$ cat src/shared/idt_pkg.sv
// constants, types and helpers shared by the instruction decode and timing logic
// assumes a single clock domain; words arrive from program memory one per instruction cycle
package idt_pkg;

  // ----------------------------------------------------------------
  // timing
  // ----------------------------------------------------------------
  localparam int CLK_PERIOD_NS = 100;
  localparam int OSC_PER_ICYC = 4;
  localparam int ICYC_NS = CLK_PERIOD_NS * OSC_PER_ICYC;
  localparam logic [1:0] PHASE_LAST = 2'(OSC_PER_ICYC - 1);

  // ----------------------------------------------------------------
  // instruction set sizes
  // ----------------------------------------------------------------
  localparam int STD_SET_SIZE = 75;
  localparam int EXT_SET_SIZE = 8;
  localparam int STD_DOUBLE_WORDS = 4;

  // ----------------------------------------------------------------
  // field positions and reset values
  // ----------------------------------------------------------------
  localparam int FILE_MSB = 7;
  localparam int ACC_BIT = 8;
  localparam int DEST_BIT = 9;
  localparam int BIT_MSB = 11;
  localparam int BIT_LSB = 9;
  localparam int LIT_MSB = 7;
  localparam int PTR_LOAD_LSB = 4;
  localparam int PTR_EXT_LSB = 6;
  localparam int CALL_FAST_BIT = 8;
  localparam int RET_FAST_BIT = 0;
  localparam int TBL_MSB = 1;
  localparam int BRA_MSB = 10;
  localparam int WORD2_MSB = 11;
  localparam int NIB_LSB = 12;
  localparam logic [3:0] TAIL_NIB = 4'hF;
  localparam logic [15:0] RST_WORD = 16'h0000;

  typedef enum logic [1:0] {
    GRP_BYTE = 2'h0,
    GRP_BIT = 2'h1,
    GRP_LIT = 2'h2,
    GRP_CTRL = 2'h3
  } idt_group_t;

  typedef enum logic [1:0] {
    ST_RUN = 2'h0,
    ST_FLUSH = 2'h1,
    ST_SECOND = 2'h2
  } idt_state_t;

  function automatic logic idt_is_tail(input logic [15:0] w);
    idt_is_tail = (w[15:NIB_LSB] == TAIL_NIB);
  endfunction

endpackage

$ cat src/design/idt_phase_gen.sv
// four-phase sequencer that cuts the oscillator into instruction cycles
// assumes clk_i is the oscillator clock
`timescale 1ns/10ps
`default_nettype none
module idt_phase_gen (
  // clock and reset
  input wire logic clk_i,
  input wire logic rst_i,
  // phase
  output logic [1:0] phase_o,
  output logic cycle_end_o
);

  logic [1:0] phase_reg;

  always_ff @(posedge clk_i or posedge rst_i) begin
    if (rst_i) begin
      phase_reg <= 2'h0;
    end else begin
      phase_reg <= phase_reg + 2'h1;
    end
  end

  assign phase_o = phase_reg;
  assign cycle_end_o = (phase_reg == idt_pkg::PHASE_LAST);

  a_cycle_four: assert property (@(posedge clk_i) disable iff (rst_i)
    cycle_end_o |=> !cycle_end_o [*3] ##1 cycle_end_o)
    else $error("instruction cycle is not four clocks");

endmodule
`default_nettype wire

$ cat src/design/idt_field_split.sv
// combinational classifier for one instruction word
// assumes the word is stable for the cycle it is sampled in
`timescale 1ns/10ps
`default_nettype none
module idt_field_split (
  // word in
  input wire logic [15:0] word_i,
  input wire logic ext_mode_i,
  // classification
  output idt_pkg::idt_group_t group_o,
  output logic two_word_o,
  output logic skip_o,
  output logic cond_br_o,
  output logic jump_o,
  output logic working_register_we_o,
  output logic file_we_o,
  output logic illegal_o
);

  logic has_dest;
  logic ext_op;

  // ----------------------------------------------------------------
  // opcode table
  // ----------------------------------------------------------------
  always_comb begin
    group_o = idt_pkg::GRP_CTRL;
    two_word_o = 1'b0;
    skip_o = 1'b0;
    cond_br_o = 1'b0;
    jump_o = 1'b0;
    has_dest = 1'b0;
    file_we_o = 1'b0;
    working_register_we_o = 1'b0;
    illegal_o = 1'b0;
    ext_op = 1'b0;
    casez (word_i)
      16'h0014: begin
        jump_o = 1'b1;
        ext_op = 1'b1;
      end
      16'b0000_0000_0001_00??, 16'h00FF: jump_o = 1'b1;
      16'h00??: group_o = idt_pkg::GRP_CTRL;
      16'h010?: group_o = idt_pkg::GRP_LIT;
      16'h01??: illegal_o = 1'b1;
      16'b0000_001?_????_????: group_o = idt_pkg::GRP_BYTE;
      16'h0C??: begin
        jump_o = 1'b1;
        working_register_we_o = 1'b1;
      end
      16'h0D??: group_o = idt_pkg::GRP_LIT;
      16'b0000_1???_????_????: begin
        group_o = idt_pkg::GRP_LIT;
        working_register_we_o = 1'b1;
      end
      16'b0110_0???_????_????: begin
        group_o = idt_pkg::GRP_BYTE;
        skip_o = 1'b1;
      end
      16'b0110_1???_????_????: begin
        group_o = idt_pkg::GRP_BYTE;
        file_we_o = 1'b1;
      end
      16'b0010_11??_????_????, 16'b0011_11??_????_????, 16'b0100_1???_????_????: begin
        group_o = idt_pkg::GRP_BYTE;
        skip_o = 1'b1;
        has_dest = 1'b1;
      end
      // bit toggle shares the leading zero with the byte group, so it must win first
      16'b0111_????_????_????: begin
        group_o = idt_pkg::GRP_BIT;
        file_we_o = 1'b1;
      end
      16'b0???_????_????_????: begin
        group_o = idt_pkg::GRP_BYTE;
        has_dest = 1'b1;
      end
      16'b100?_????_????_????: begin
        group_o = idt_pkg::GRP_BIT;
        file_we_o = 1'b1;
      end
      16'b101?_????_????_????: begin
        group_o = idt_pkg::GRP_BIT;
        skip_o = 1'b1;
      end
      16'hC???: begin
        group_o = idt_pkg::GRP_BYTE;
        two_word_o = 1'b1;
        file_we_o = 1'b1;
      end
      16'hD???: jump_o = 1'b1;
      16'b1110_0???_????_????: cond_br_o = 1'b1;
      16'b1110_110?_????_????, 16'hEF??: begin
        two_word_o = 1'b1;
        jump_o = 1'b1;
      end
      16'b1110_1110_00??_????: begin
        group_o = idt_pkg::GRP_LIT;
        two_word_o = 1'b1;
      end
      16'b1110_100?_????_????: begin
        group_o = idt_pkg::GRP_LIT;
        ext_op = 1'b1;
        jump_o = (word_i[7:6] == 2'h3);
      end
      16'hEA??: begin
        group_o = idt_pkg::GRP_LIT;
        ext_op = 1'b1;
      end
      16'hEB??: begin
        group_o = idt_pkg::GRP_BYTE;
        two_word_o = 1'b1;
        file_we_o = 1'b1;
        ext_op = 1'b1;
      end
      16'hF???: group_o = idt_pkg::GRP_CTRL;
      default: illegal_o = 1'b1;
    endcase
    if (has_dest) begin
      working_register_we_o = !word_i[idt_pkg::DEST_BIT];
      file_we_o = word_i[idt_pkg::DEST_BIT];
    end
    // extended opcodes act as illegal no-ops unless the extended set is on
    if (ext_op && !ext_mode_i) begin
      illegal_o = 1'b1;
    end
    if (illegal_o) begin
      group_o = idt_pkg::GRP_CTRL;
      two_word_o = 1'b0;
      skip_o = 1'b0;
      jump_o = 1'b0;
      working_register_we_o = 1'b0;
      file_we_o = 1'b0;
    end
  end

endmodule
`default_nettype wire

$ cat src/design/idt_decode_timing.sv
// instruction register, operand fields and execute-cycle sequencing
// assumes program memory presents the next word by the last phase of each
// instruction cycle and the datapath gives its test result in that phase
`timescale 1ns/10ps
`default_nettype none
module idt_decode_timing (
  // clock and reset
  input wire logic clk_i,
  input wire logic rst_i,
  // program memory and datapath
  input wire logic [15:0] prog_word_i,
  input wire logic cond_true_i,
  input wire logic ext_mode_i,
  // timing
  output logic [1:0] phase_o,
  output logic cycle_end_o,
  output logic nop_cycle_o,
  output logic second_cycle_o,
  // operand fields
  output logic [1:0] group_o,
  output logic [7:0] file_addr_o,
  output logic dest_file_o,
  output logic access_bank_o,
  output logic [2:0] bit_num_o,
  output logic [7:0] literal_o,
  output logic [1:0] file_select_pointer_o,
  output logic fast_mode_o,
  output logic [1:0] table_mode_o,
  output logic [11:0] second_word_o,
  // write strobes
  output logic working_register_we_o,
  output logic file_we_o,
  output logic alu_update_o,
  // program counter
  output logic pc_load_o,
  output logic [19:0] pc_target_o,
  output logic pc_relative_o,
  // retire
  output logic instr_done_o,
  output logic [1:0] instr_cycles_o
);

  idt_pkg::idt_group_t dec_group;
  logic dec_two;
  logic dec_skip;
  logic dec_cbr;
  logic dec_jump;
  logic dec_wwe;
  logic dec_fwe;
  logic dec_ill;

  logic [15:0] ex_word_reg;
  logic [15:0] ex_word2_reg;
  idt_pkg::idt_group_t ex_group_reg;
  logic ex_two_reg;
  logic ex_skip_reg;
  logic ex_cbr_reg;
  logic ex_jump_reg;
  logic ex_wwe_reg;
  logic ex_fwe_reg;
  logic ex_ill_reg;

  idt_pkg::idt_state_t state_reg;
  idt_pkg::idt_state_t state_next;
  logic [1:0] cyc_cnt_reg;
  logic instr_done_reg;
  logic [1:0] instr_cycles_reg;
  logic pc_load_reg;
  logic [19:0] pc_target_reg;
  logic pc_rel_reg;

  logic live;
  logic write_slot;
  logic taken;

  // ----------------------------------------------------------------
  // phase sequencer and word classifier
  // ----------------------------------------------------------------
  idt_phase_gen u_phase (
    .clk_i(clk_i),
    .rst_i(rst_i),
    .phase_o(phase_o),
    .cycle_end_o(cycle_end_o)
  );

  idt_field_split u_split (
    .word_i(prog_word_i),
    .ext_mode_i(ext_mode_i),
    .group_o(dec_group),
    .two_word_o(dec_two),
    .skip_o(dec_skip),
    .cond_br_o(dec_cbr),
    .jump_o(dec_jump),
    .working_register_we_o(dec_wwe),
    .file_we_o(dec_fwe),
    .illegal_o(dec_ill)
  );

  // ----------------------------------------------------------------
  // execute sequencing
  // ----------------------------------------------------------------
  assign live = (state_reg == idt_pkg::ST_RUN);
  // skips and conditional branches only count as taken when cond_true_i is set; jumps always count
  assign taken = live && (ex_jump_reg || ((ex_skip_reg || ex_cbr_reg) && cond_true_i));

  always_comb begin
    state_next = idt_pkg::ST_RUN;
    unique case (state_reg)
      idt_pkg::ST_RUN: begin
        if (ex_two_reg) begin
          state_next = idt_pkg::ST_SECOND;
        end else if (taken) begin
          state_next = idt_pkg::ST_FLUSH;
        end
      end
      idt_pkg::ST_FLUSH: state_next = idt_pkg::ST_RUN;
      idt_pkg::ST_SECOND: state_next = idt_pkg::ST_RUN;
      default: state_next = idt_pkg::ST_RUN;
    endcase
  end

  always_ff @(posedge clk_i or posedge rst_i) begin
    if (rst_i) begin
      state_reg <= idt_pkg::ST_RUN;
    end else if (cycle_end_o) begin
      state_reg <= state_next;
    end
  end

  // ----------------------------------------------------------------
  // instruction register
  // ----------------------------------------------------------------
  // during the second cycle the first word stays put so its fields remain visible
  always_ff @(posedge clk_i or posedge rst_i) begin
    if (rst_i) begin
      ex_word_reg <= idt_pkg::RST_WORD;
      ex_group_reg <= idt_pkg::GRP_CTRL;
      ex_two_reg <= 1'b0;
      ex_skip_reg <= 1'b0;
      ex_cbr_reg <= 1'b0;
      ex_jump_reg <= 1'b0;
      ex_wwe_reg <= 1'b0;
      ex_fwe_reg <= 1'b0;
      ex_ill_reg <= 1'b0;
    end else if (cycle_end_o && state_next != idt_pkg::ST_SECOND) begin
      ex_word_reg <= prog_word_i;
      ex_group_reg <= dec_group;
      ex_two_reg <= dec_two;
      ex_skip_reg <= dec_skip;
      ex_cbr_reg <= dec_cbr;
      ex_jump_reg <= dec_jump;
      ex_wwe_reg <= dec_wwe;
      ex_fwe_reg <= dec_fwe;
      ex_ill_reg <= dec_ill;
    end
  end

  always_ff @(posedge clk_i or posedge rst_i) begin
    if (rst_i) begin
      ex_word2_reg <= idt_pkg::RST_WORD;
    end else if (cycle_end_o && state_next == idt_pkg::ST_SECOND) begin
      ex_word2_reg <= prog_word_i;
    end
  end

  // ----------------------------------------------------------------
  // program counter requests
  // ----------------------------------------------------------------
  // the load is issued in the first phase of the following cycle so the
  // target can be taken from the second word as it arrives
  always_ff @(posedge clk_i or posedge rst_i) begin
    if (rst_i) begin
      pc_load_reg <= 1'b0;
      pc_target_reg <= 20'h00000;
      pc_rel_reg <= 1'b0;
    end else begin
      pc_load_reg <= cycle_end_o && live && (ex_jump_reg || (ex_cbr_reg && cond_true_i));
      if (cycle_end_o && live) begin
        if (ex_two_reg) begin
          pc_target_reg <= {prog_word_i[idt_pkg::WORD2_MSB:0], ex_word_reg[idt_pkg::LIT_MSB:0]};
          pc_rel_reg <= 1'b0;
        end else if (ex_cbr_reg) begin
          pc_target_reg <= {12'h000, ex_word_reg[idt_pkg::LIT_MSB:0]};
          pc_rel_reg <= 1'b1;
        end else begin
          pc_target_reg <= {9'h000, ex_word_reg[idt_pkg::BRA_MSB:0]};
          pc_rel_reg <= (ex_word_reg[15:idt_pkg::NIB_LSB] == 4'hD);
        end
      end
    end
  end

  // ----------------------------------------------------------------
  // cycle accounting
  // ----------------------------------------------------------------
  always_ff @(posedge clk_i or posedge rst_i) begin
    if (rst_i) begin
      cyc_cnt_reg <= 2'h1;
      instr_done_reg <= 1'b0;
      instr_cycles_reg <= 2'h0;
    end else begin
      instr_done_reg <= 1'b0;
      if (cycle_end_o) begin
        if (state_next == idt_pkg::ST_RUN) begin
          instr_done_reg <= 1'b1;
          instr_cycles_reg <= cyc_cnt_reg;
          cyc_cnt_reg <= 2'h1;
        end else begin
          cyc_cnt_reg <= cyc_cnt_reg + 2'h1;
        end
      end
    end
  end

  // ----------------------------------------------------------------
  // outputs
  // ----------------------------------------------------------------
  // a two-word instruction writes in its second cycle, when both words are held
  assign write_slot = cycle_end_o && !ex_ill_reg
    && ((live && !ex_two_reg) || state_reg == idt_pkg::ST_SECOND);

  assign working_register_we_o = write_slot && ex_wwe_reg;
  assign file_we_o = write_slot && ex_fwe_reg;
  assign alu_update_o = write_slot && ex_group_reg != idt_pkg::GRP_CTRL;
  assign nop_cycle_o = (state_reg == idt_pkg::ST_FLUSH);
  assign second_cycle_o = (state_reg == idt_pkg::ST_SECOND);

  assign group_o = ex_group_reg;
  assign file_addr_o = ex_word_reg[idt_pkg::FILE_MSB:0];
  assign dest_file_o = ex_word_reg[idt_pkg::DEST_BIT];
  assign access_bank_o = ex_word_reg[idt_pkg::ACC_BIT];
  assign bit_num_o = ex_word_reg[idt_pkg::BIT_MSB:idt_pkg::BIT_LSB];
  assign literal_o = ex_word_reg[idt_pkg::LIT_MSB:0];
  assign file_select_pointer_o = (ex_word_reg[15:8] == 8'hEE)
    ? ex_word_reg[idt_pkg::PTR_LOAD_LSB +: 2] : ex_word_reg[idt_pkg::PTR_EXT_LSB +: 2];
  assign fast_mode_o = (ex_word_reg[15:12] == 4'hE)
    ? ex_word_reg[idt_pkg::CALL_FAST_BIT] : ex_word_reg[idt_pkg::RET_FAST_BIT];
  assign table_mode_o = ex_word_reg[idt_pkg::TBL_MSB:0];
  assign second_word_o = ex_word2_reg[idt_pkg::WORD2_MSB:0];
  assign pc_load_o = pc_load_reg;
  assign pc_target_o = pc_target_reg;
  assign pc_relative_o = pc_rel_reg;
  assign instr_done_o = instr_done_reg;
  assign instr_cycles_o = instr_cycles_reg;

  // ----------------------------------------------------------------
  // checks
  // ----------------------------------------------------------------
  a_flush_quiet: assert property (@(posedge clk_i) disable iff (rst_i)
    nop_cycle_o |-> !working_register_we_o && !file_we_o && !alu_update_o)
    else $error("inserted no-op cycle wrote state");

  a_tail_alone: assert property (@(posedge clk_i) disable iff (rst_i)
    live && idt_pkg::idt_is_tail(ex_word_reg) |-> !working_register_we_o && !file_we_o && !pc_load_o)
    else $error("lone second word did not act as no-op");

  a_dest_select: assert property (@(posedge clk_i) disable iff (rst_i)
    working_register_we_o && group_o == idt_pkg::GRP_BYTE |-> !ex_word_reg[idt_pkg::DEST_BIT])
    else $error("byte result sent to working register with destination one");

  a_two_word_seq: assert property (@(posedge clk_i) disable iff (rst_i)
    cycle_end_o && live && ex_two_reg |=> second_cycle_o [*4] ##1 live)
    else $error("double-word instruction did not take two cycles");

  a_skip_flush: assert property (@(posedge clk_i) disable iff (rst_i)
    cycle_end_o && live && !ex_two_reg && ex_skip_reg && cond_true_i |=> nop_cycle_o [*4] ##1 live)
    else $error("taken skip did not insert one no-op cycle");

  a_jump_load: assert property (@(posedge clk_i) disable iff (rst_i)
    pc_load_o |-> (nop_cycle_o || second_cycle_o) && $past(cycle_end_o))
    else $error("program counter load outside a jump");

  a_single_cycle: assert property (@(posedge clk_i) disable iff (rst_i)
    cycle_end_o && live && !ex_two_reg && !ex_jump_reg && !ex_skip_reg && !ex_cbr_reg
    |=> instr_done_o && instr_cycles_o == 2'h1)
    else $error("plain instruction did not retire in one cycle");

  a_byte_group: assert property (@(posedge clk_i) disable iff (rst_i)
    !ex_ill_reg && ex_word_reg[15:12] inside {[4'h1:4'h6]} |-> group_o == idt_pkg::GRP_BYTE)
    else $error("byte opcode not classed as byte operation");

  a_skip_two: assert property (@(posedge clk_i) disable iff (rst_i)
    cycle_end_o && live && !ex_two_reg && ex_skip_reg && cond_true_i && dec_two
    |=> nop_cycle_o [*4] ##1 (live && idt_pkg::idt_is_tail(ex_word_reg))
    ##3 (cycle_end_o && live) ##1 instr_done_o)
    else $error("skip over double-word did not spend a third cycle");

  a_branch_rel: assert property (@(posedge clk_i) disable iff (rst_i)
    cycle_end_o && live && ex_cbr_reg && cond_true_i |=> pc_load_o && pc_relative_o && nop_cycle_o)
    else $error("taken conditional branch did not load a relative target");

  a_illegal_quiet: assert property (@(posedge clk_i) disable iff (rst_i)
    ex_ill_reg |-> !working_register_we_o && !file_we_o && !alu_update_o)
    else $error("refused opcode changed state");

  c_skip_taken: cover property (@(posedge clk_i) disable iff (rst_i)
    cycle_end_o && live && ex_skip_reg && cond_true_i);
  c_two_word: cover property (@(posedge clk_i) disable iff (rst_i)
    second_cycle_o && file_we_o);
  c_jump: cover property (@(posedge clk_i) disable iff (rst_i)
    pc_load_o && pc_relative_o);
  c_skip_over_two: cover property (@(posedge clk_i) disable iff (rst_i)
    cycle_end_o && live && ex_skip_reg && cond_true_i && dec_two);

endmodule
`default_nettype wire

$ cat config.mk
export PLATFORM = sky130hd
export DESIGN_NAME = idt_decode_timing
export DESIGN_NICKNAME = d
export VERILOG_FILES = /design/src/shared/idt_pkg.sv /design/src/design/idt_phase_gen.sv /design/src/design/idt_field_split.sv /design/src/design/idt_decode_timing.sv
export SDC_FILE = /design/constraint.sdc
export NUM_CORES = 1
export LEC_CHECK = 0
export ABC_AREA = 0
export BUFFER_PORTS_ARGS = -buffer_cell sky130_fd_sc_hd__buf_2
export CAP_MARGIN = 20
export CORE_UTILIZATION = 25
export DETAILED_ROUTE_END_ITERATION = 7
export PLACE_DENSITY_LB_ADDON = 0.3
export SYNTH_ARGS = -nofsm -noshare
export SYNTH_HDL_FRONTEND = slang
export SYNTH_HIERARCHICAL = 1
export SYNTH_SLANG_ARGS = --single-unit
$ cat constraint.sdc
create_clock -name clk_i -period 5.5 [get_ports clk_i]
set_input_delay 0.275 -clock clk_i [delete_from_list [all_inputs] [get_ports clk_i]]
set_output_delay 0.275 -clock clk_i [all_outputs]
set_load 0.03 [all_outputs]
=== Word level (Yosys, flattened, before mapping) ===
Cells that the tools add are included.

* Bitwise gates (word level): 1
* Reduce and logical (&&, ||, !) cells: 49
* $add $sub $neg: 2
* Equal/unequal tests: 37
* Muxes and demuxes: 70

{| class="wikitable"
|+ Operators by type and width
! operator !! count
|-
| $mux W1 || 50
|-
| $eq A8 B8 Y1 const B || 4
|-
| $reduce_or A3 Y1 || 10
|-
| $eq A4 B4 Y1 const B || 5
|-
| $mux W20 || 1
|-
| $pmux W2 S3 || 3
|-
| $eq A16 B5 Y1 const B || 1
|-
| $eq A16 B8 Y1 const B || 1
|-
| $eq A8 B4 Y1 const B || 2
|-
| $pmux W1 S2 || 8
|-
| $eq A5 B4 Y1 const B || 3
|-
| $reduce_or A5 Y1 || 3
|-
| $eq A14 B3 Y1 const B || 1
|-
| $eq A7 B7 Y1 const B || 2
|-
| $logic_and A1 B1 Y1 || 14
|-
| $reduce_or A13 Y1 || 1
|-
| $eq A12 B5 Y1 const B || 1
|-
| $eq A6 B4 Y1 const B || 2
|-
| $mux W2 || 6
|-
| $reduce_or A4 Y1 || 3
|-
| $mux W11 || 1
|-
| $eq A10 B10 Y1 const B || 1
|-
| $reduce_or A2 Y1 || 5
|-
| $eq A2 B2 Y1 const B || 4
|-
| 17 further kinds || 27
|}

* Register bits: 68

=== Logic depth before layout (Yosys ltp) ===
Gate-level depths: netlist of the first run.

* Depth after elaboration: 10
* Depth in mapped cells: 6
* Mapped depth without buffers: 5

=== Modules after synthesis ===
Netlist of the first run, hierarchy kept.

{| class="wikitable"
|+ Modules (own cells, without submodules)
! module !! area each (um2) !! times used !! cells an instance
|-
| idt_decode_timing || 2,922.8 || 1 || 207
|-
| idt_field_split || 574.3 || 1 || 83
|-
| idt_phase_gen || 70.1 || 1 || 5
|}

=== Worst setup path after synthesis of the first run ===
Ideal clock, no wire load.

* Kind: register to output
* Start point: register u_phase.phase_reg[0], in the netlist u_phase/phase_o[0]
* End point: output port alu_update_o
* Path slack: 3.113 ns
* Buffers on the path: 1
* Cell stages (with the launch flop): 5
* Arrival time: 2.112 ns
* Cell sequence: dfrtp_1 > ha_1 > buf_4 > o2111a_1 > a21boi_0

* Longest elaborated chain between the ends: 4

{| class="wikitable"
|+ RTL lines
! element !! line !! RTL
|-
| start, declared || idt_phase_gen.sv:14 || <nowiki>logic [1:0] phase_reg;</nowiki>
|-
| start signal, assigned || idt_phase_gen.sv:20 || <nowiki>phase_reg <= phase_reg + 2'h1;</nowiki>
|-
| $eq A2 B2 Y1 || idt_phase_gen.sv:25 || <nowiki>assign cycle_end_o = (phase_reg == idt_pkg::PHASE_LAST);</nowiki>
|-
| via cycle_end_o || idt_decode_timing.sv:16 || <nowiki>output logic cycle_end_o,</nowiki>
|-
| $logic_and A1 B1 Y1 || idt_decode_timing.sv:219 || <nowiki>assign write_slot = cycle_end_o && !ex_ill_reg</nowiki>
|-
| $logic_and A1 B1 Y1 || idt_decode_timing.sv:220 || <nowiki>&& ((live && !ex_two_reg) || state_reg == idt_pkg::ST_SECOND);</nowiki>
|-
| $logic_and A1 B1 Y1 || idt_decode_timing.sv:224 || <nowiki>assign alu_update_o = write_slot && ex_group_reg != idt_pkg::GRP_CTRL;</nowiki>
|-
| end, declared || idt_decode_timing.sv:33 || <nowiki>output logic alu_update_o,</nowiki>
|}

The timed path passes the listed nets, and every way through them passes these cells.

=== Worst setup path after layout of the first run ===
* Start point: register u_phase.phase_reg[0], in the netlist u_phase/phase_o[0]
* End point: register pc_target_reg[0], in the netlist pc_target_o[0]

* Longest elaborated chain between the ends: 2

{| class="wikitable"
|+ RTL lines
! element !! line !! RTL
|-
| $eq A2 B2 Y1 || idt_phase_gen.sv:25 ||
|-
| $logic_and A1 B1 Y1 || idt_decode_timing.sv:178 || <nowiki>if (cycle_end_o && live) begin</nowiki>
|-
| end signal, assigned || idt_decode_timing.sv:180 || <nowiki>pc_target_reg <= {prog_word_i[idt_pkg::WORD2_MSB:0], ex_word_reg[idt_pkg::LIT_MSB:0]};</nowiki>
|-
| end signal, assigned || idt_decode_timing.sv:183 || <nowiki>pc_target_reg <= {12'h000, ex_word_reg[idt_pkg::LIT_MSB:0]};</nowiki>
|-
| end signal, assigned || idt_decode_timing.sv:186 || <nowiki>pc_target_reg <= {9'h000, ex_word_reg[idt_pkg::BRA_MSB:0]};</nowiki>
|-
| end, declared || idt_decode_timing.sv:69 || <nowiki>logic [19:0] pc_target_reg;</nowiki>
|}

No other way between the ends.
A chain may end at the register's enable or synchronous reset.

==> flow_metrics.py, run 1 <==
metrics = {
    "status": {
        "outcome": "finished clean",
    },
    "worst_setup_path": {
        "crit_fanout": 27,
        "critPathKind": "reg2reg",
        "cp_data_arrival_time_ps": 2480,
        "crit_required_ps": 5710,
        "cp-end-kind": "flip-flop",
        "critPathLaunchType": "flip-flop",
    },
    "synthesis": {
        "seq_area_frac_synth_pct": 47.8,
        "synth_cells": 295,
        "syn_area_mm2": 0.00357,
        "post_synth.cell_area_avg_um2": 12.1,
        "synth-warning-count": 6,
        "async_flop_share_pct": 100,
        "syn_nets": 316,
        "synth_edf_count": 0,
        "ys_ff_latch": 68,
        "ys.flop_type": "dfrtp_1",
        "yosysUniqueCellTypes": 62,
    },
    "global_routing": {
        "grt_pass1_vias": 2636,
        "grt_pass1_wl_um": 14100,
        "grt_overflow": 0,
        "grt_use_total_pct": 12.7,
        "antenna_found_initial": 0,
        "grt_max_degree": 67,
    },
    "layout": {
        "fillers": 1454,
        "drive_gt1_share_pct": 48.2,
        "n_antenna_cell": 0,
        "fin_nets": 385,
        "final_cells": 549,
        "design_area_mm2": 0.00423,
        "multi_input_area_mm2": 0.00150,
        "area_growth_pct": 18.7,
        "postLayoutCoreUtil_pct": 30.5,
        "ff_latch_area_mm2": 0.00171,
        "largest_reg_flops": 20,
    },
    "sta": {
        "skew_ps": 4.25,
        "layout_setup_ws_ps": 3230,
        "slew_headroom_pct": 31.6,
        "rsz0062_at_grt": "no",
        "final_hold_viol_count": 0,
        "timing.fmax_ghz": 0.441,
        "period_needed_ps": 2270,
        "worstMarginPinSlew_ps": 1030,
        "finalCritPeriodShare_pct": 41.3,
        "whs_ps": 227,
        "slew_violations": 0,
        "setup_viol": 0,
        "final.setup.tns_ps": 0,
    },
    "place": {
        "place_area_mm2": 0.00396,
        "port_buffers": 92,
        "dp_cells": 532,
        "post-place-ws_ps": 3170,
        "dp_hpwl_um": 6190,
        "globalplace.congestion": 0.824,
    },
    "floorplan": {
        "pin_count": 93,
        "coreArea_mm2": 0.0139,
        "initial_core_util_pct": 25.7,
        "die_area_mm2": 0.0148,
        "rows": 43,
        "die_h_um": 121,
        "die_w_um": 121,
    },
    "power": {
        "p_leak_nw": 2.02,
        "irDropWorstVdd_mv": 0.124,
        "power_mw": 1.40,
        "p_per_area_mw_per_mm2": 330,
    },
    "clocking": {
        "cts_tree": "done",
        "clk_path_buf_depth": 2,
        "numCtsBuffers": 9,
        "cts.reportedPaths.clkPinSlew_ps": 50,
        "post_cts_buffers": 0,
        "clock-sinks": 68,
        "htreeDepth": 3,
        "clock_latency_ps": 330,
        "ctsRootBufferMaster": "clkbuf_16",
    },
    "drt": {
        "drt_iter0_drc": 164,
        "wirelength_um": 8870,
        "drc": 0,
        "ant_nets": 0,
        "drtPass1Iterations": 4,
        "routedWlPerCell_um": 16.1,
        "routed-via-count": 2574,
        "vias_per_cell": 4.69,
    },
    "flow_run": {
        "cap_violations": 0,
    },
    "hold_path": {
        "hold_class": "in2reg",
    },
}
[critical path, cell delays in order, from the launching register on]
cell	delay, ps
dfrtp_1	370
ha_1	500
or3b_1	820
mux2_4	450
[Yosys cell counts (2+ instances only)]
library cell  number  area, um2
nand2_1           11       41.3
mux2_2            39        439
a311oi_1           2       17.5
o32ai_1            2       17.5
nand4b_1           3       26.3
inv_1             11       41.3
nor3_1             5       25.0
buf_2              4       20.0
o21a_1             2       15.0
nand4_1            2       12.5
a21boi_0           2       15.0
a2111oi_0          2       17.5
nor2_1            13       48.8
dfstp_2            3       78.8
nor4_1             4       25.0
a21o_1             2       15.0
buf_6              4       45.0
nor3b_1            5       37.5
buf_8              3       45.0
a21oi_1            9       45.0
or3_2              2       15.0
buf_4             24        180
a221oi_1           2       17.5
inv_2              2       7.51
nor2b_1            3       18.8
o21ai_0           10       50.1
o211ai_1           2       15.0
or2_2              2       12.5
a22oi_1            2       15.0
a22o_1             9       78.8
and4b_1            2       20.0
mux2_4            11        165
and2_1             3       18.8
dfrtp_1           65       1630
[per-layer routing]
layer | track usage [%] | part of all wire (%) | routed length, um
met5 | 0 | 0 | 0
met4 | 5.32 | 1.6 | 146
met3 | 3.62 | 5.1 | 452
met2 | 19.7 | 47 | 4170
met1 | 16.4 | 46 | 4090
[power breakdown]
group | internal [mW] | switching, mW
clock | 0.316 | 0.200
combinational | 0.0991 | 0.189
sequential | 0.556 | 0.0365
total | 0.971 | 0.426
[placed cells by master, fill, tap and decap left out, drive strengths merged, types with 3 or more instances in the layout]
cell type	n
a21o	3
a21oi	9
a22o	9
and2	3
buf	94
clkbuf	14
dfrtp	65
dfstp	3
inv	13
mux2	50
nand2	11
nand4b	3
nor2	13
nor2b	3
nor3	6
nor3b	5
nor4	4
o21ai	11
o32ai	3
or2	4
or3	3
[layout make-up]
type	count	share of cell area, %
Tap cell	180	5.32
Inverter	13	1.15
Timing Repair Buffer	95	11.5
Clock buffer	14	6.00
Sequential cell	68	40.3
Multi-Input combinational cell	177	35.5
Clock inverter	2	0.236
[logic make-up after synthesis]
kind of cell,Yosys count,synth area share (%)
DFF,68,47.8
AOI/OAI and AO/OA,57,12.7
muxes,50,16.9
xor gates and xnor gates,1,0.246
and+or+nand+nor,68,12.0
buffers and inverters,50,10.0
adders and majority gates,1,0.351
[what timing repair did]
action                                 4_1_cts  5_1_grt
hold buffers                                 1        0
gates resized for setup                      0        0
endpoints found under the hold margin        2        0
[path summary, 6_finish.rpt]
path / end / cells past startpoint / slack [ps] / startpoint
max: pc_target_o[0] / 3 / 3230 / u_phase/phase_o[0]
min: pc_load_o / 3 / 230 / cond_true_i
max reg2reg: pc_target_o[0] / 3 / 3230 / u_phase/phase_o[0]
min reg2reg: u_phase/phase_o[0] / 1 / 470 / u_phase/phase_o[0]
max in group asynchronous: pc_target_o[15] / 4 / 4190 / rst_i
min in group asynchronous: u_phase/phase_o[1] / 3 / 350 / rst_i
(Power assumes the default switching activity.)
==> run 2: changes to the inputs <==
Clock period 5.5 ns to 2.2 ns, I/O delays scaled along.
==> flow_metrics.py, run 2 (synthesis results as in run 1) <==
metrics = {
    "status": {
        "outcome": "finished clean",
    },
    "power": {
        "irDropWorstVdd_mv": 0.507,
        "p_leak_nw": 2.04,
        "p_per_area_mw_per_mm2": 815,
        "power_mw": 3.49,
    },
    "drt": {
        "drc": 0,
        "drtPass1Iterations": 4,
        "routedWlPerCell_um": 16.1,
        "drt_iter0_drc": 171,
        "routed-via-count": 2608,
        "ant_nets": 0,
        "wirelength_um": 8920,
        "vias_per_cell": 4.72,
    },
    "sta": {
        "slew_headroom_pct": 63.5,
        "slew_violations": 0,
        "period_needed_ps": 1980,
        "setup_viol": 0,
        "finalCritPeriodShare_pct": 90.0,
        "whs_ps": 66.4,
        "rsz0062_at_grt": "no",
        "worstMarginPinSlew_ps": 543,
        "final.setup.tns_ps": 0,
        "final_hold_viol_count": 0,
        "skew_ps": 4.76,
        "timing.fmax_ghz": 0.505,
        "layout_setup_ws_ps": 220,
    },
    "place": {
        "post-place-ws_ps": 308,
        "globalplace.congestion": 0.864,
        "dp_hpwl_um": 6290,
        "port_buffers": 92,
    },
    "worst_setup_path": {
        "cp_data_arrival_time_ps": 1870,
        "crit_fanout": 13,
        "crit_required_ps": 2090,
        "critPathKind": "reg2out",
        "cp-end-kind": "primary output",
        "reg2reg_slack_ps": 330,
        "critPathLaunchType": "flip-flop",
    },
    "floorplan": {
        "coreArea_mm2": 0.0139,
        "die_w_um": 121,
        "die_area_mm2": 0.0148,
        "die_h_um": 121,
        "rows": 43,
        "pin_count": 93,
        "initial_core_util_pct": 25.7,
    },
    "clocking": {
        "clk_path_buf_depth": 2,
        "htreeDepth": 3,
        "ctsRootBufferMaster": "clkbuf_16",
        "clock-sinks": 68,
        "cts.reportedPaths.clkPinSlew_ps": 50,
        "cts_tree": "done",
        "post_cts_buffers": 0,
        "numCtsBuffers": 9,
        "clock_latency_ps": 330,
    },
    "global_routing": {
        "grt_overflow": 0,
        "grt_use_total_pct": 13.2,
        "grt_pass1_vias": 2631,
        "grt_pass1_wl_um": 14500,
        "grt_max_degree": 27,
        "antenna_found_initial": 0,
    },
    "layout": {
        "largest_reg_flops": 20,
        "postLayoutCoreUtil_pct": 30.8,
        "drive_gt1_share_pct": 48.8,
        "area_growth_pct": 20.0,
        "final_common_cell": "buf_2",
        "fin_nets": 389,
        "final_cell_mix": "buf_2 (92), dfrtp_1 (65), mux2_2 (39)",
        "n_antenna_cell": 0,
    },
    "hold_path": {
        "hold_class": "in2reg",
    },
    "flow_run": {
        "cap_violations": 0,
    },
}
[run 2: cell count changes in the layout (fill, tap and decap cells not counted), sizes merged]
| cell | previous run | this run |
|---|---|---|
| clkbuf | 14 | 13 |
| buf | 94 | 98 |
| clkinvlp | 0 | 1 |
[run 2: metrics by stage]
stage	cell area, um2	instances
after CTS	4280	553
after detailed placement	4010	536
after global placement	4010	536
final	4280	553
after floorplan	3570	295
after global routing	4280	553
[run 2: critical path, cell delays in order, from the launching register on]
cell and delay, ps:
dfrtp_1 370, ha_1 460, o2111a_1 330, a21boi_1 170, buf_2 210
[run 2: power breakdown]
part	leakage (nW)	internal, mW	switching (mW)	total (mW)
clock	0.124	0.760	0.525	1.28
combinational	1.07	0.249	0.472	0.721
sequential	0.848	1.39	0.0925	1.48
total	2.04	2.40	1.09	3.49
[run 2: cell type report]
class	instances	area (um2)
clock buffer	13	240
clock inverter	3	17.5
fill	1459	9600
inverter	13	48.8
multi-input combinational	177	1500
sequential	68	1710
tap	180	225
timing repair buffer	99	541
[run 2: final timing paths]
check / to / start / cells past startpoint
setup / recovery: alu_update_o / u_phase/phase_o[0] / 4
setup reg to reg: pc_target_o[0] / u_phase/phase_o[0] / 4
hold / removal: pc_load_o / cond_true_i / 3
hold reg to reg: u_phase/phase_o[0] / u_phase/phase_o[0] / 1
max in group asynchronous: cyc_cnt_reg[0] / rst_i / 4
min in group asynchronous: u_phase/phase_o[0] / rst_i / 3
[run 2: timing repair]
item	CTS	global route
resized for setup	0	0
hold buffers	1	0
endpoints found under the setup margin	0	0
endpoints found under the hold margin	25	0
[run 2: metal layers]
layer  part of all wire, %  global-route usage (%)  vias to the layer above
li1                      -                       -                     1199
met1                    45                    16.5                     1307
met2                    47                    20.7                       88
met3                   5.5                    3.99                       14
met4                   2.3                    5.79                        0
met5                     0                       0                        -
==> run 3: changes to the inputs <==
Settings changed: BUFFER_PORTS_ARGS -buffer_cell sky130_fd_sc_hd__buf_2 to not set, DONT_BUFFER_PORTS set to 1.
==> flow_metrics.py, run 3 (synthesis results as in run 1) <==
metrics = {
    "floorplan": {
        "rows": 43,
        "initial_core_util_pct": 25.7,
        "coreArea_mm2": 0.0139,
        "die_w_um": 121,
        "die_h_um": 121,
        "die_area_mm2": 0.0148,
        "pin_count": 93,
    },
    "worst_setup_path": {
        "reg2reg_slack_ps": 470,
        "critPathLaunchType": "flip-flop",
        "r2r_end": "instr_cycles_o[1]",
        "r2r_start": "u_phase/phase_o[0]",
        "crit_required_ps": 2090,
        "crit_fanout": 5,
        "cp-end-kind": "primary output",
        "r2r_cells": 5,
        "critPathKind": "reg2out",
        "cp_data_arrival_time_ps": 1810,
    },
    "sta": {
        "period_needed_ps": 1920,
        "finalCritPeriodShare_pct": 87.2,
        "final.setup.tns_ps": 0,
        "worstMarginPinSlew_ps": 822,
        "rsz0062_at_grt": "no",
        "skew_ps": 4.55,
        "slew_violations": 0,
        "setup_viol": 0,
        "timing.fmax_ghz": 0.521,
        "layout_setup_ws_ps": 282,
        "slew_headroom_pct": 45.2,
        "final_hold_viol_count": 0,
    },
    "clocking": {
        "clock_latency_ps": 330,
        "cts.reportedPaths.clkPinSlew_ps": 50,
        "htreeDepth": 3,
        "ctsRootBufferMaster": "clkbuf_16",
        "clock-sinks": 68,
        "clk_path_buf_depth": 2,
        "cts_tree": "done",
        "numCtsBuffers": 9,
    },
    "layout": {
        "area_growth_pct": 12.8,
        "drive_gt1_share_pct": 31.1,
        "final_cell_mix": "dfrtp_1 (65), mux2_2 (39), dlygate4sd3_1 (18)",
        "fin_nets": 319,
        "largest_reg_flops": 20,
        "n_antenna_cell": 0,
        "design_area_mm2": 0.00402,
        "postLayoutCoreUtil_pct": 29.0,
        "final_common_cell": "dfrtp_1",
    },
    "flow_run": {
        "cap_violations": 0,
    },
    "hold_path": {
        "whs_path_depth": 2,
        "hold_class": "in2reg",
        "min_to": "ex_skip_reg",
        "min_from": "prog_word_i[15]",
    },
    "status": {
        "outcome": "finished clean",
    },
    "place": {
        "port_buffers": 0,
        "post-place-ws_ps": 475,
        "place_area_mm2": 0.00359,
        "globalplace.congestion": 0.842,
        "dp_hpwl_um": 6090,
    },
    "drt": {
        "wirelength_um": 9270,
        "drtPass1Iterations": 4,
        "routedWlPerCell_um": 19.2,
        "routed-via-count": 2342,
        "drc": 0,
        "drt_iter0_drc": 152,
        "ant_nets": 0,
        "vias_per_cell": 4.86,
    },
    "global_routing": {
        "antenna_found_initial": 0,
        "grt_pass1_vias": 2494,
        "grt_use_total_pct": 13.6,
        "grt_pass1_wl_um": 14400,
        "grt_overflow": 0,
        "grt_max_degree": 49,
    },
    "power": {
        "power_mw": 3.33,
        "irDropWorstVdd_mv": 0.351,
        "p_per_area_mw_per_mm2": 827,
        "p_leak_nw": 1.74,
    },
}
[run 3: changes by cell type in the layout (fill, tap and decap cells not counted), sizes merged]
cell,change
dlygate4sd3,+17
buf,-87
clkinv,-1
[run 3: per-layer routing]
metal	track usage [%]	share of wire (%)	vias to the layer above
met2	21.1	47	75
met4	5.17	1.1	0
met3	5.64	7.1	9
met1	16.6	44	1196
li1	-	-	1062
met5	0	0	-
[run 3: worst max-delay path by stage]
stage | startpoint | endpoint | slack [ps] | cells after the start
4_1_cts | ex_word_reg[8] | file_select_pointer_o[1] | 230 | 3
3_5_place_dp | u_phase/phase_o[0] | instr_cycles_o[1] | 480 | 5
2_1_floorplan | u_phase/phase_o[0] | pc_target_o[0] | 190 | 5
6_report | ex_word_reg[8] | file_select_pointer_o[1] | 280 | 3
3_3_place_gp | prog_word_i[6] | group_o[0] | 490 | 5
5_1_grt | ex_word_reg[8] | file_select_pointer_o[1] | 190 | 3
[run 3: power by group]
group	switching, mW	internal (mW)
logic	0.155	0.174
clock network	0.505	0.755
registers	0.353	1.39
[run 3: area by class of cell]
cell class | instances | area [um2]
Fill cell | 1439 | 9860
Sequential cell | 68 | 1710
Multi-Input combinational cell | 177 | 1500
Timing Repair Buffer | 29 | 288
Clock buffer | 13 | 240
Tap cell | 180 | 225
Inverter | 13 | 48.8
Clock inverter | 2 | 12.5
[run 3: timing repair]
| item | CTS | global route |
|---|---|---|
| hold buffers | 18 | 0 |
| endpoints found under the setup margin | 0 | 0 |
| setup buffers | 0 | 0 |
| hold endpoints to repair | 58 | 0 |
| resized for setup | 0 | 0 |
[run 3: critical path, cell delays in order (launching register included)]
cell and delay, ps:
dfrtp_1 540, nand4b_1 250, nor2_1 230, mux2_2 460
[run 3: stage by stage]
| stage | instances | hold WS (ps) |
|---|---|---|
| after floorplan | 295 | -149 |
| after global placement | 449 | -143 |
| after detailed placement | 449 | -142 |
| after CTS | 482 | 58.6 |
| after global routing | 482 | 83.9 |
| final | 482 | 66.1 |
